## config.mk

```make
export PLATFORM = sky130hd
export DESIGN_NAME = asm_port
export DESIGN_NICKNAME = d
export VERILOG_FILES = /design/src/pkg/asm_pkg.sv /design/src/pkg/asm_rdy_if.sv /design/src/core/asm_port.sv /design/src/core/asm_ready_sync.sv
export SDC_FILE = /design/constraint.sdc
export NUM_CORES = 1
export LEC_CHECK = 0
export BUFFER_PORTS_ARGS = -buffer_cell sky130_fd_sc_hd__buf_2
export CORE_ASPECT_RATIO = 1.25
export CORE_MARGIN = 3
export CORE_UTILIZATION = 45
export DETAILED_ROUTE_END_ITERATION = 7
export GPL_TIMING_DRIVEN = 0
export PLACE_DENSITY_LB_ADDON = 0.08
export SLEW_MARGIN = 20
export SYNTH_ARGS = -nofsm -noshare
export SYNTH_HDL_FRONTEND = slang
export SYNTH_SLANG_ARGS = --single-unit
```

## constraint.sdc

```tcl
create_clock -name clock -period 2.57 [get_ports clock]
set_input_delay 0.257 -clock clock [delete_from_list [all_inputs] [get_ports clock]]
set_output_delay 0.257 -clock clock [all_outputs]
set_load 0.01 [all_outputs]
```

## src/pkg/asm_pkg.sv

```systemverilog
// Shared constants and types for the asynchronous static memory port
package asm_pkg;
    // Bus widths and bank count
    localparam int ASM_ADDR_W = 24;
    localparam int ASM_DATA_W = 16;
    localparam int ASM_BANKS = 4;
    // Phase lengths in clock cycles (clock is 20 MHz, 50 ns period)
    localparam int ASM_SETUP_CYC = 1;
    localparam int ASM_ACCESS_CYC = 2;
    localparam int ASM_HOLD_CYC = 1;
    localparam int ASM_CNT_W = 8;
    // Reset values of pin levels
    localparam logic ASM_STROBE_IDLE = 1'h1;
    localparam logic [1:0] ASM_BYTES_OFF = 2'h3;
    // Byte lane request encodings
    localparam logic [1:0] ASM_LANE_LOW = 2'h1;
    localparam logic [1:0] ASM_LANE_HIGH = 2'h2;
    localparam logic [1:0] ASM_LANE_BOTH = 2'h3;
    // Access phases, Gray coded along idle, setup, access, hold
    typedef enum logic [1:0] {
        ASM_IDLE = 2'h0,
        ASM_SETUP = 2'h1,
        ASM_ACCESS = 2'h3,
        ASM_HOLD = 2'h2
    } asm_state_t;
endpackage

```

## src/pkg/asm_rdy_if.sv

```systemverilog
// Carrier for the synchronised ready level between the port and its synchroniser
`timescale 1ns/1ns
interface asm_rdy_if;
    logic level;
    modport src (output level);
    modport dst (input level);
endinterface

```

## src/core/asm_port.sv

```systemverilog
// Asynchronous static memory port: strobes, selects and byte lanes to a 16-bit memory
`timescale 1ns/1ns
module asm_port
    import asm_pkg::*;
#(
    parameter int ADDR_W = ASM_ADDR_W,
    parameter int DATA_W = ASM_DATA_W,
    parameter int BANKS = ASM_BANKS,
    parameter int SETUP_CYC = ASM_SETUP_CYC,
    parameter int ACCESS_CYC = ASM_ACCESS_CYC,
    parameter int HOLD_CYC = ASM_HOLD_CYC
) (
    input wire logic clock,
    input wire logic rst_n,
    // User request side
    input wire logic req_valid,
    output logic req_ready,
    input wire logic req_write,
    input wire logic [ADDR_W-1:0] req_addr,
    input wire logic [$clog2(BANKS)-1:0] req_bank,
    input wire logic [1:0] req_lanes,
    input wire logic [DATA_W-1:0] req_wdata,
    output logic rd_valid,
    output logic [DATA_W-1:0] rd_data,
    // Memory pins
    output logic [ADDR_W-1:0] memory_address_bus,
    input wire logic [DATA_W-1:0] memory_data_bus_in,
    output logic [DATA_W-1:0] memory_data_bus_out,
    output logic memory_data_bus_oe_n,
    output logic [BANKS-1:0] memory_bank_select_n,
    output logic read_strobe_n,
    output logic write_strobe_n,
    output logic output_enable_n,
    output logic [1:0] byte_lane_enable_n,
    input wire logic memory_ready_in
);
    // Refuse settings the logic cannot serve
    if (DATA_W != 16) begin : g_bad_width
        $error("asm_port: data bus must be 16 bits wide");
    end
    if (BANKS < 2 || SETUP_CYC < 1 || ACCESS_CYC < 1 || HOLD_CYC < 1) begin : g_bad_timing
        $error("asm_port: need two banks and at least one cycle per phase");
    end
    if (SETUP_CYC > 255 || ACCESS_CYC > 255 || HOLD_CYC > 255) begin : g_bad_count
        $error("asm_port: phase length exceeds counter range");
    end

    localparam logic [ASM_CNT_W-1:0] SETUP_LAST = ASM_CNT_W'(SETUP_CYC - 1);
    localparam logic [ASM_CNT_W-1:0] ACCESS_LAST = ASM_CNT_W'(ACCESS_CYC - 1);
    localparam logic [ASM_CNT_W-1:0] HOLD_LAST = ASM_CNT_W'(HOLD_CYC - 1);

    typedef struct packed {
        asm_state_t state;
        logic [ASM_CNT_W-1:0] cnt;
        logic write;
        logic req_ready;
        logic rd_valid;
        logic [DATA_W-1:0] rd_data;
        logic [ADDR_W-1:0] addr;
        logic [DATA_W-1:0] dout;
        logic doe_n;
        logic [BANKS-1:0] sel_n;
        logic rd_n;
        logic wr_n;
        logic oe_n;
        logic [1:0] lanes_n;
    } asm_port_t;

    asm_port_t port_reg;
    asm_port_t port_next;
    logic [1:0] rst_pipe_reg;
    logic rst_core_n;
    asm_rdy_if rdy_if ();

    // Active-low lane enables from a lane request; reads and full writes use both
    function automatic logic [1:0] asm_lane_decode(input logic wr, input logic [1:0] lanes);
        logic [1:0] res;
        res = 2'h0;
        if (wr) begin
            case (lanes)
                ASM_LANE_HIGH: res = 2'h1;
                ASM_LANE_LOW: res = 2'h2;
                default: res = 2'h0;
            endcase
        end
        return res;
    endfunction

    // Active-low one-hot select for the addressed bank
    function automatic logic [BANKS-1:0] asm_bank_decode(input logic [$clog2(BANKS)-1:0] b);
        logic [BANKS-1:0] res;
        res = '1;
        res[b] = 1'b0;
        return res;
    endfunction

    // Reset release through two flip-flops
    always_ff @(posedge clock or negedge rst_n) begin
        if (!rst_n) begin
            rst_pipe_reg <= 2'h0;
        end else begin
            rst_pipe_reg <= {rst_pipe_reg[0], 1'b1};
        end
    end
    assign rst_core_n = rst_pipe_reg[1];

    // Ready synchroniser
    asm_ready_sync u_ready_sync (
        .clock(clock),
        .rst_n(rst_core_n),
        .async_in(memory_ready_in),
        .sync_out(rdy_if.src)
    );

    // Phase sequencing and pin levels
    always_comb begin
        port_next = port_reg;
        port_next.rd_valid = 1'b0;
        case (port_reg.state)
            ASM_IDLE: begin
                if (req_valid && port_reg.req_ready) begin
                    port_next.state = ASM_SETUP;
                    port_next.cnt = SETUP_LAST;
                    port_next.req_ready = 1'b0;
                    port_next.write = req_write;
                    port_next.addr = req_addr;
                    port_next.dout = req_wdata;
                    port_next.doe_n = ~req_write;
                    port_next.sel_n = asm_bank_decode(req_bank);
                    port_next.lanes_n = asm_lane_decode(req_write, req_lanes);
                    port_next.oe_n = req_write;
                end
            end
            ASM_SETUP: begin
                if (port_reg.cnt == '0) begin
                    port_next.state = ASM_ACCESS;
                    port_next.cnt = ACCESS_LAST;
                    port_next.rd_n = port_reg.write;
                    port_next.wr_n = ~port_reg.write;
                end else begin
                    port_next.cnt = port_reg.cnt - 1'b1;
                end
            end
            ASM_ACCESS: begin
                if (port_reg.cnt != '0) begin
                    port_next.cnt = port_reg.cnt - 1'b1;
                end else if (rdy_if.level) begin
                    // Ready seen after the minimum access time: close the strobe
                    port_next.state = ASM_HOLD;
                    port_next.cnt = HOLD_LAST;
                    port_next.rd_n = ASM_STROBE_IDLE;
                    port_next.wr_n = ASM_STROBE_IDLE;
                    if (!port_reg.write) begin
                        port_next.rd_data = memory_data_bus_in;
                    end
                end
            end
            ASM_HOLD: begin
                if (port_reg.cnt == '0) begin
                    port_next.state = ASM_IDLE;
                    port_next.req_ready = 1'b1;
                    port_next.rd_valid = ~port_reg.write;
                    port_next.doe_n = ASM_STROBE_IDLE;
                    port_next.sel_n = '1;
                    port_next.oe_n = ASM_STROBE_IDLE;
                    port_next.lanes_n = ASM_BYTES_OFF;
                end else begin
                    port_next.cnt = port_reg.cnt - 1'b1;
                end
            end
            default: begin
                port_next.state = ASM_IDLE;
                port_next.req_ready = 1'b1;
            end
        endcase
    end

    // State register
    always_ff @(posedge clock or negedge rst_core_n) begin
        if (!rst_core_n) begin
            port_reg.state <= ASM_IDLE;
            port_reg.cnt <= '0;
            port_reg.write <= 1'b0;
            port_reg.req_ready <= 1'b1;
            port_reg.rd_valid <= 1'b0;
            port_reg.rd_data <= '0;
            port_reg.addr <= '0;
            port_reg.dout <= '0;
            port_reg.doe_n <= ASM_STROBE_IDLE;
            port_reg.sel_n <= '1;
            port_reg.rd_n <= ASM_STROBE_IDLE;
            port_reg.wr_n <= ASM_STROBE_IDLE;
            port_reg.oe_n <= ASM_STROBE_IDLE;
            port_reg.lanes_n <= ASM_BYTES_OFF;
        end else begin
            port_reg <= port_next;
        end
    end

    // Outputs straight from the state register
    assign req_ready = port_reg.req_ready;
    assign rd_valid = port_reg.rd_valid;
    assign rd_data = port_reg.rd_data;
    assign memory_address_bus = port_reg.addr;
    assign memory_data_bus_out = port_reg.dout;
    assign memory_data_bus_oe_n = port_reg.doe_n;
    assign memory_bank_select_n = port_reg.sel_n;
    assign read_strobe_n = port_reg.rd_n;
    assign write_strobe_n = port_reg.wr_n;
    assign output_enable_n = port_reg.oe_n;
    assign byte_lane_enable_n = port_reg.lanes_n;
endmodule

```

## src/core/asm_ready_sync.sv

```systemverilog
// Two-stage synchroniser for the memory ready input
`timescale 1ns/1ns
module asm_ready_sync
    import asm_pkg::*;
(
    input wire logic clock,
    input wire logic rst_n,
    input wire logic async_in,
    asm_rdy_if.src sync_out
);
    typedef struct packed {
        logic meta;
        logic stable;
    } asm_sync_t;

    asm_sync_t sync_reg;
    asm_sync_t sync_next;

    // Shift the raw level through two stages
    always_comb begin
        sync_next.meta = async_in;
        sync_next.stable = sync_reg.meta;
    end

    // State register
    always_ff @(posedge clock or negedge rst_n) begin
        if (!rst_n) begin
            sync_reg <= '0;
        end else begin
            sync_reg <= sync_next;
        end
    end

    assign sync_out.level = sync_reg.stable;
endmodule

```

==> metrics.cfg, run 1 <==
[status]
status=complete, no violations

[final_layout]
multi_input_area_sq_um=1200
fin_cells=629
syn2layout_area_growth_pct=26.82
num_antenna_cells=0
fin_util_pct=59.05
ff_latch_area_sq_um=2095
finalInstanceArea_sq_um=4893
drive_gt1_share_pct=46.05
fillers=762
largest_register_ff_count=24
nNetsFinal=594

[placed_design]
dpl.hpwl_microns=5851
gp_congestion=0.8138
place_area_sq_um=4664
io_buffers=132
place_ws_ns=0.2139
dp_cells=611

[floorplan]
start_util_pct=46.57
rows=37
io_pins=133
chipWidth_microns=88.83
die-area_sq_um=9729
die_h_microns=109.5
fp.coreArea_sq_um=8287

[pwr]
p_leak_nw=2.733
vdd_drop_max_mv=0.5059
power_density_nw_per_um2=1185

[route]
routedWlPerCell_microns=12.64
postRouteAntennaNets=0
viasPerCell=4.652
drtIter0Drc=110
vias=2926
drc=0
wirelength_microns=7953
dr.pass1.iters=4

[synthesis]
netlist_instances=381
syn_area_sq_um=3859
seq_area_frac_synth_pct=54.18
syn_nets=448
ys.flop_type=dfrtp_1
async_flop_share_pct=100.0
synth.top_cell.area_share_pct=46.69
avgSynthCellArea_sq_um=10.13
synth_top_area_cell=dfrtp_1
ys_warn_count=0
ys_ff_latch=83
synth_cell_types=38
ys_top_cells_by_area=dfrtp_1, nand2_1, buf_4
synthTopCellsByCount=nand2_1, dfrtp_1, buf_4, dfstp_2
synth-edff-count=0
yosysMostFrequentCell=nand2_1

[sta]
finalHoldViolCount=0
worst_clock_skew_ns=0.009447
max_freq_mhz=423.9
fin_crit_ns=2.359
finalCritPeriodShare_pct=91.78
rsz0062_at_grt=no
setup_violations=0
slew_headroom_pct=39.73
fin_ws_ns=0.2111
max_slew.worst_pin.slew_ns=0.9041
drv_slew=0
fin_tns_setup_ns=0

[critical_path]
crit_required_ns=2.81
cp.arrival_ns=2.60
cp_max_fo=10
worstSetupPathType=register to register
endpoint_kind=register
start_kind=register

[clock_network]
cts.sinks=83
cts-root-buf=clkbuf_8
cts.clk_slew.worst_paths_ns=0.08
cts_resized=0
cts_buffers=9
clock_path_buffers=2
worstSkewPairLatency_ns=0.36
cts_tree=built
h-tree-depth=3

[grt]
grt_pass1_vias=2853
antenna_found_initial=0
gr-total-overflow=0
grt_usage_pct=17.42
grt_pass1_wl_microns=13130
grt_max_degree=43

[job]
drv_cap=0

[worst_hold_path]
min_path_type=input port to register

[metal layers]
metal / vias to the layer above / global-route usage (%) / wire [microns] / share of wire (%)
li1: 1464 / - / - / -
met1: 1363 / 21.19 / 3278 / 41
met3: 12 / 5.397 / 634 / 8.0
met4: 0 / 8.423 / 167 / 2.1
met5: - / 0 / 0 / 0
met2: 87 / 27.87 / 3872 / 49
[path summary, 6_finish.rpt]
path | start | end | slack [ns] | cells past startpoint
setup / recovery | port_reg[69] | rd_data[12] | 0.21 | 8
hold / removal | req_addr[22] | memory_address_bus[22] | 0.08 | 3
setup reg to reg | port_reg[69] | rd_data[12] | 0.21 | 8
hold reg to reg | rst_pipe_reg[1] | memory_address_bus[14] | 0.31 | 0
max in group asynchronous | rst_pipe_reg[1] | write_strobe_n | 1.59 | 1
min in group asynchronous | rst_n | rst_pipe_reg[1] | 0.21 | 2
[critical path, stage by stage (launching register included)]
cell and delay (ns):
dfrtp_1 0.40, inv_1 0.10, ha_1 0.17, nor3b_2 0.26, nand2_2 0.15, or4b_4 0.55, buf_6 0.16, buf_12 0.15
mux2_4 0.30
[power breakdown]
group | internal, mW | leakage [nW] | total [mW] | switching, mW
sequential | 1.96 | 1.03 | 2.35 | 0.387
clock | 0.545 | 0.103 | 1.00 | 0.458
combinational | 1.41 | 1.60 | 2.44 | 1.04
[area by class of cell]
| cell class | instances | area share [%] |
|---|---|---|
| Buffer | 77 | 11.15 |
| Clock buffer | 11 | 2.685 |
| Clock inverter | 5 | 1.585 |
| Inverter | 6 | 0.4602 |
| Multi-Input combinational cell | 215 | 24.52 |
| Sequential cell | 83 | 42.80 |
| Tap cell | 97 | 2.480 |
| Timing Repair Buffer | 135 | 14.32 |
[what timing repair did]
item | 4_1_cts | 5_1_grt
buffers inserted | 0 | 0
hold buffers | 2 | 0
hold endpoints to repair | 3 | 0
[layout by cell type, fill, tap and decap left out, drive strengths merged, types with 2 or more instances in the layout]
cell,instances
ha,2
o31ai,4
o21ai,7
nor2,9
nand2,133
o22a,2
dlygate4sd3,2
nand2b,2
clkinv,2
a21oi,9
bufinv,2
or4,5
clkbuf,21
dfrtp,72
or3,5
inv,6
a41oi,4
mux2,17
dfstp,11
buf,200
[cells by family (layout without fill, tap and decap cells)]
group	Yosys count	count (layout)	synth area share (%)
muxes	17	17	5.934
other	1	1	0.09718
AOI/OAI and AO/OA	33	33	6.291
buffers and inverters	83	234	14.72
adders and majority gates	2	2	0.6484
DFF	83	83	54.18
and+or+nand+nor	162	162	18.13
[metrics by stage]
| stage | total power [mW] | hold WS, ns |
|---|---|---|
| floorplan | 4.044 | -0.03859 |
| finish | 5.797 | 0.08340 |
| CTS | 5.876 | 0.06561 |
| global placement | 4.785 | 0.04225 |
| global route | 6.260 | 0.07789 |
| detailed placement | 4.852 | 0.04843 |
Note: power is estimated with default switching activity, not from simulation.
==> inputs of run 2 (changes only) <==
--- a/config.mk
+++ b/config.mk
@@ -5,7 +5,7 @@
 export SDC_FILE = /design/constraint.sdc
 export NUM_CORES = 1
 export LEC_CHECK = 0
-export BUFFER_PORTS_ARGS = -buffer_cell sky130_fd_sc_hd__buf_2
+export BUFFER_PORTS_ARGS = -buffer_cell sky130_fd_sc_hd__buf_4
 export CORE_ASPECT_RATIO = 1.25
 export CORE_MARGIN = 3
 export CORE_UTILIZATION = 45
==> metrics.cfg, run 2 (synthesis gave the netlist of run 1 again) <==
[status]
status=complete, no violations

[critical_path]
worst-r2r-setup-slack_ns=0.25
endpoint_kind=register
crit_required_ns=2.81
r2r_cells=8
crit_start=port_reg[69]
r2r_end=rd_data[9]
worstSetupPathType=register to register
cp.arrival_ns=2.56
start_kind=register
cp_max_fo=10
r2r-start=port_reg[69]

[floorplan]
io_pins=133
start_util_pct=46.57
die-area_sq_um=9729
die_h_microns=109.5
chipWidth_microns=88.83
rows=37
fp.coreArea_sq_um=8287

[final_layout]
drive_gt1_share_pct=46.05
largest_register_ff_count=24
syn2layout_area_growth_pct=34.44
finalInstanceArea_sq_um=5187
fin_cells=629
nNetsFinal=594
final_cell_mix=buf_4, nand2_1, dfrtp_1, clkbuf_1, dfstp_2
num_antenna_cells=0
final_common_cell=buf_4

[clock_network]
postCtsSetupBuffers=0
worstSkewPairLatency_ns=0.36
clock_path_buffers=2
h-tree-depth=3
cts_buffers=9
cts.sinks=83
cts_tree=built
cts_resized=0
cts.clk_slew.worst_paths_ns=0.09
cts-root-buf=clkbuf_8

[route]
viasPerCell=4.692
met2_length_microns=4109
drc=0
wl_met1_microns=3303
vias=2951
routedWlPerCell_microns=13.05
wirelength_microns=8206
met3WireLength_microns=632
dr.pass1.iters=4
postRouteAntennaNets=0
drtIter0Drc=84
routed.top_layer=met4

[placed_design]
place_area_sq_um=4995
dpl.hpwl_microns=6196
dp_cells=611
gp_congestion=0.8027
io_buffers=132

[grt]
antenna_found_initial=0
grt_max_degree=42
grt_usage_pct=17.35
grt_pass1_wl_microns=12940
gr-total-overflow=0
grt_pass1_vias=2791

[pwr]
vdd_drop_max_mv=0.5767
power_density_nw_per_um2=1151
p_leak_nw=2.813

[sta]
fin_tns_setup_ns=0
rsz0062_at_grt=no
drv_slew=0
finalCritPeriodShare_pct=90.21
slew_headroom_pct=44.48
setup_violations=0
max_freq_mhz=431.3
max_slew.worst_pin.slew_ns=0.8327
worst_clock_skew_ns=0.01481
finalHoldViolCount=0
fin_crit_ns=2.318

[worst_hold_path]
worst_hold_path.num_cells=3
hp-start=req_wdata[3]
holdPathEnd=memory_data_bus_out[3]
min_path_type=input port to register

[job]
drv_cap=0

==> run 2: changes by cell type in the layout (fill, tap and decap cells not counted) <==
cell / previous run / this run
buf_2: 132 / 0
buf_4: 62 / 194
bufinv_16: 2 / 0
clkbuf_8: 9 / 10
clkinv_4: 0 / 2
clkinvlp_4: 1 / 0
==> run 2: power breakdown <==
group / internal (mW) / switching, mW / total [mW]
combinational: 1.71 / 1.08 / 2.78
clock: 0.378 / 0.452 / 0.831
sequential: 1.97 / 0.391 / 2.36
==> run 2: stage by stage <==
| stage | setup slack (ns) | utilization [%] | power, mW | hold WS (ns) |
|---|---|---|---|---|
| 6_report | 0.2515 | 62.60 | 5.971 | 0.08797 |
| 4_1_cts | 0.2526 | 62.60 | 6.061 | 0.06569 |
| 3_3_place_gp | -0.8552 | 59.99 | 5.117 | 0.03964 |
| 2_1_floorplan | 0.1064 | - | 4.044 | -0.03859 |
| 3_5_place_dp | 0.2645 | 60.27 | 5.207 | 0.04165 |
| 5_1_grt | 0.1402 | 62.60 | 6.404 | 0.07756 |
==> run 2: worst max-delay path by stage <==
stage                                  to  slack [ns]  cells after the start
finish                         rd_data[9]        0.25                      8
global route                   rd_data[5]        0.14                      8
global placement             port_reg[73]       -0.86                      0
CTS                            rd_data[5]        0.25                      8
floorplan           memory_address_bus[0]        0.11                      0
detailed placement             rd_data[5]        0.26                      8
==> run 2: worst max-delay path: stages, from the launching register on <==
cell and delay (ns):
dfrtp_1 0.39, inv_1 0.10, ha_1 0.17, nor3b_2 0.25
nand2_2 0.16, or4b_4 0.54, buf_6 0.15, buf_12 0.15
mux2_4 0.30
==> run 2: what timing repair did <==
action	4_1_cts	5_1_grt
endpoints found under the setup margin	0	0
hold endpoints to repair	3	0
hold buffers	2	0
==> run 2: per-layer routing <==
layer  up-vias  GRT usage (%)
li1       1464              -
met1      1385          21.63
met2        89          27.60
met3        13          4.873
met4         0          8.315
met5         -              0
==> run 2: layout make-up <==
| cell class | count | area, sq um |
|---|---|---|
| buffer | 77 | 545.5 |
| fill | 726 | 3099 |
| timing repair buffer | 135 | 1031 |
| clock buffer | 12 | 145.1 |
| clock inverter | 4 | 27.53 |
| inverter | 6 | 22.52 |
| sequential | 83 | 2095 |
| tap | 97 | 121.4 |
| multi-input combinational | 215 | 1200 |
==> inputs of run 3 (changes only) <==
--- a/config.mk
+++ b/config.mk
@@ -8,7 +8,7 @@
 export BUFFER_PORTS_ARGS = -buffer_cell sky130_fd_sc_hd__buf_4
 export CORE_ASPECT_RATIO = 1.25
 export CORE_MARGIN = 3
-export CORE_UTILIZATION = 45
+export CORE_UTILIZATION = 38
 export DETAILED_ROUTE_END_ITERATION = 7
 export GPL_TIMING_DRIVEN = 0
 export PLACE_DENSITY_LB_ADDON = 0.08
==> metrics.cfg, run 3 (synthesis gave the netlist of run 1 again) <==
[status]
status=complete, no violations

[floorplan]
die_h_microns=118.7
io_pins=133
fp.coreArea_sq_um=9759
die-area_sq_um=11410
start_util_pct=39.54
chipWidth_microns=96.13
rows=40

[route]
drc=0
viasPerCell=4.414
vias=2900
drtIter0Drc=82
dr.pass1.iters=4
wirelength_microns=8307
postRouteAntennaNets=0
routedWlPerCell_microns=12.64

[job]
drv_cap=0

[placed_design]
io_buffers=132
dpl.hpwl_microns=6133
gp_congestion=0.7450

[clock_network]
h-tree-depth=3
worstSkewPairLatency_ns=0.33
cts.clk_slew.worst_paths_ns=0.06
cts-root-buf=clkbuf_16
ctsHoldBuffers=1
cts_tree=built
postCtsSetupBuffers=0
clock_path_buffers=2
cts_buffers=9
cts.sinks=83
cts_resized=0

[grt]
gr-total-overflow=0
grt_pass1_wl_microns=13540
grt_usage_pct=15.18
grt_max_degree=43
grt_pass1_vias=2958
antenna_found_initial=0

[critical_path]
crit_path_end=rd_data[6]
r2r_end=rd_data[6]
max_stage_delay_ns=0.54
cp.arrival_ns=2.55
r2r-start=port_reg[69]
start_kind=register
crit_start=port_reg[69]
cp_max_fo=10
r2r_cells=8
endpoint_kind=register
slowest_stage=or4b_4
path_cells=inv_1, ha_1, nor3b_2, nand2_2, or4b_4, buf_6, buf_12, mux2_4
crit_required_ns=2.78
worst-r2r-setup-slack_ns=0.23
worstSetupPathType=register to register

[pwr]
p_total_mw=6.320
vdd_drop_max_mv=0.5423
p_int_mw=4.374
p_leak_nw=2.860
switching_power_mw=1.947
combPwrFrac_pct=43.9
sw_frac_of_total_pct=30.80
clkPwrFrac_pct=18.8
p_seq_share_pct=37.3
power_density_nw_per_um2=1188

[final_layout]
num_antenna_cells=0
syn2layout_area_growth_pct=37.91
final_common_cell=buf_4
nNetsFinal=593
largest_register_ff_count=24
drive_gt1_share_pct=46.52
final_cell_mix=buf_4, nand2_1, dfrtp_1, dfstp_2

[sta]
worst_clock_skew_ns=0.004000
holdWs_ns=0.03587
slew_headroom_pct=47.04
rsz0062_at_grt=no
finalCritPeriodShare_pct=90.90
max_freq_mhz=428.1
fin_tns_setup_ns=0
finalHoldViolCount=0
max_slew.worst_pin.slew_ns=0.7944
drv_slew=0
fin_crit_ns=2.336
setup_violations=0

[worst_hold_path]
min_path_type=input port to register

-- run 3: changes by cell type in the layout (fill, tap and decap cells not counted) --
cell and delta:
clkbuf_16 +9, clkbuf_8 -8, clkbuf_1 -2, clkinv_2 +2
clkinv_4 -2, clkinvlp_4 +1, dlygate4sd3_1 -1
-- run 3: cell type report --
type,count,area (sq um)
Buffer,77,545.5
Clock buffer,11,252.7
Clock inverter,5,27.53
Fill cell,908,4438
Inverter,6,22.52
Multi-Input combinational cell,215,1200
Sequential cell,83,2095
Tap cell,126,157.7
Timing Repair Buffer,134,1021
-- run 3: per-stage QoR --
step | utilization, % | std cells | instance area (sq um) | setup slack (ns)
after floorplan | - | 381 | 3859 | 0.1064
after global placement | 51.31 | 639 | 5007 | -0.9518
after detailed placement | 51.55 | 640 | 5031 | 0.2484
after CTS | 54.53 | 657 | 5321 | 0.2436
after global routing | 54.53 | 657 | 5321 | 0.1402
final | 54.53 | 657 | 5321 | 0.2340
-- run 3: power by group through the flow --
stage               sequential, mW  combinational [mW]  clock, mW
floorplan                     2.31                1.74          0
global placement              2.37                2.77          0
detailed placement            2.38                2.82          0
CTS                           2.37                2.83       1.23
global route                  2.45                3.07       1.29
finish                        2.36                2.77       1.19
-- run 3: worst min path at each step --
stage                          startpoint                        end  slack [ns]  cells past startpoint
after floorplan                     rst_n            rst_pipe_reg[0]       -0.04                      0
after global placement              rst_n            rst_pipe_reg[0]        0.04                      1
after detailed placement            rst_n            rst_pipe_reg[0]        0.04                      1
after CTS                 memory_ready_in  u_ready_sync.sync_next[0]        0.02                      1
after global routing      memory_ready_in  u_ready_sync.sync_next[0]        0.02                      1
final                     memory_ready_in  u_ready_sync.sync_next[0]        0.04                      1
-- run 3: worst max-delay path: cells and delay by family, from the launching register on --
family	cells	cell delay [ns]
AND/OR/NAND/NOR	3	0.95
buffers and inverters	3	0.40
adder cells (fa/ha/maj)	1	0.17
flip-flops	1	0.39
multiplexers	1	0.30
-- run 3: metal layers --
layer  global-route usage [%]  part of all wire [%]
met1                    18.32                    42
met2                    25.01                    49
met3                    5.220                   7.8
met4                    4.804                   1.2
met5                        0                     0
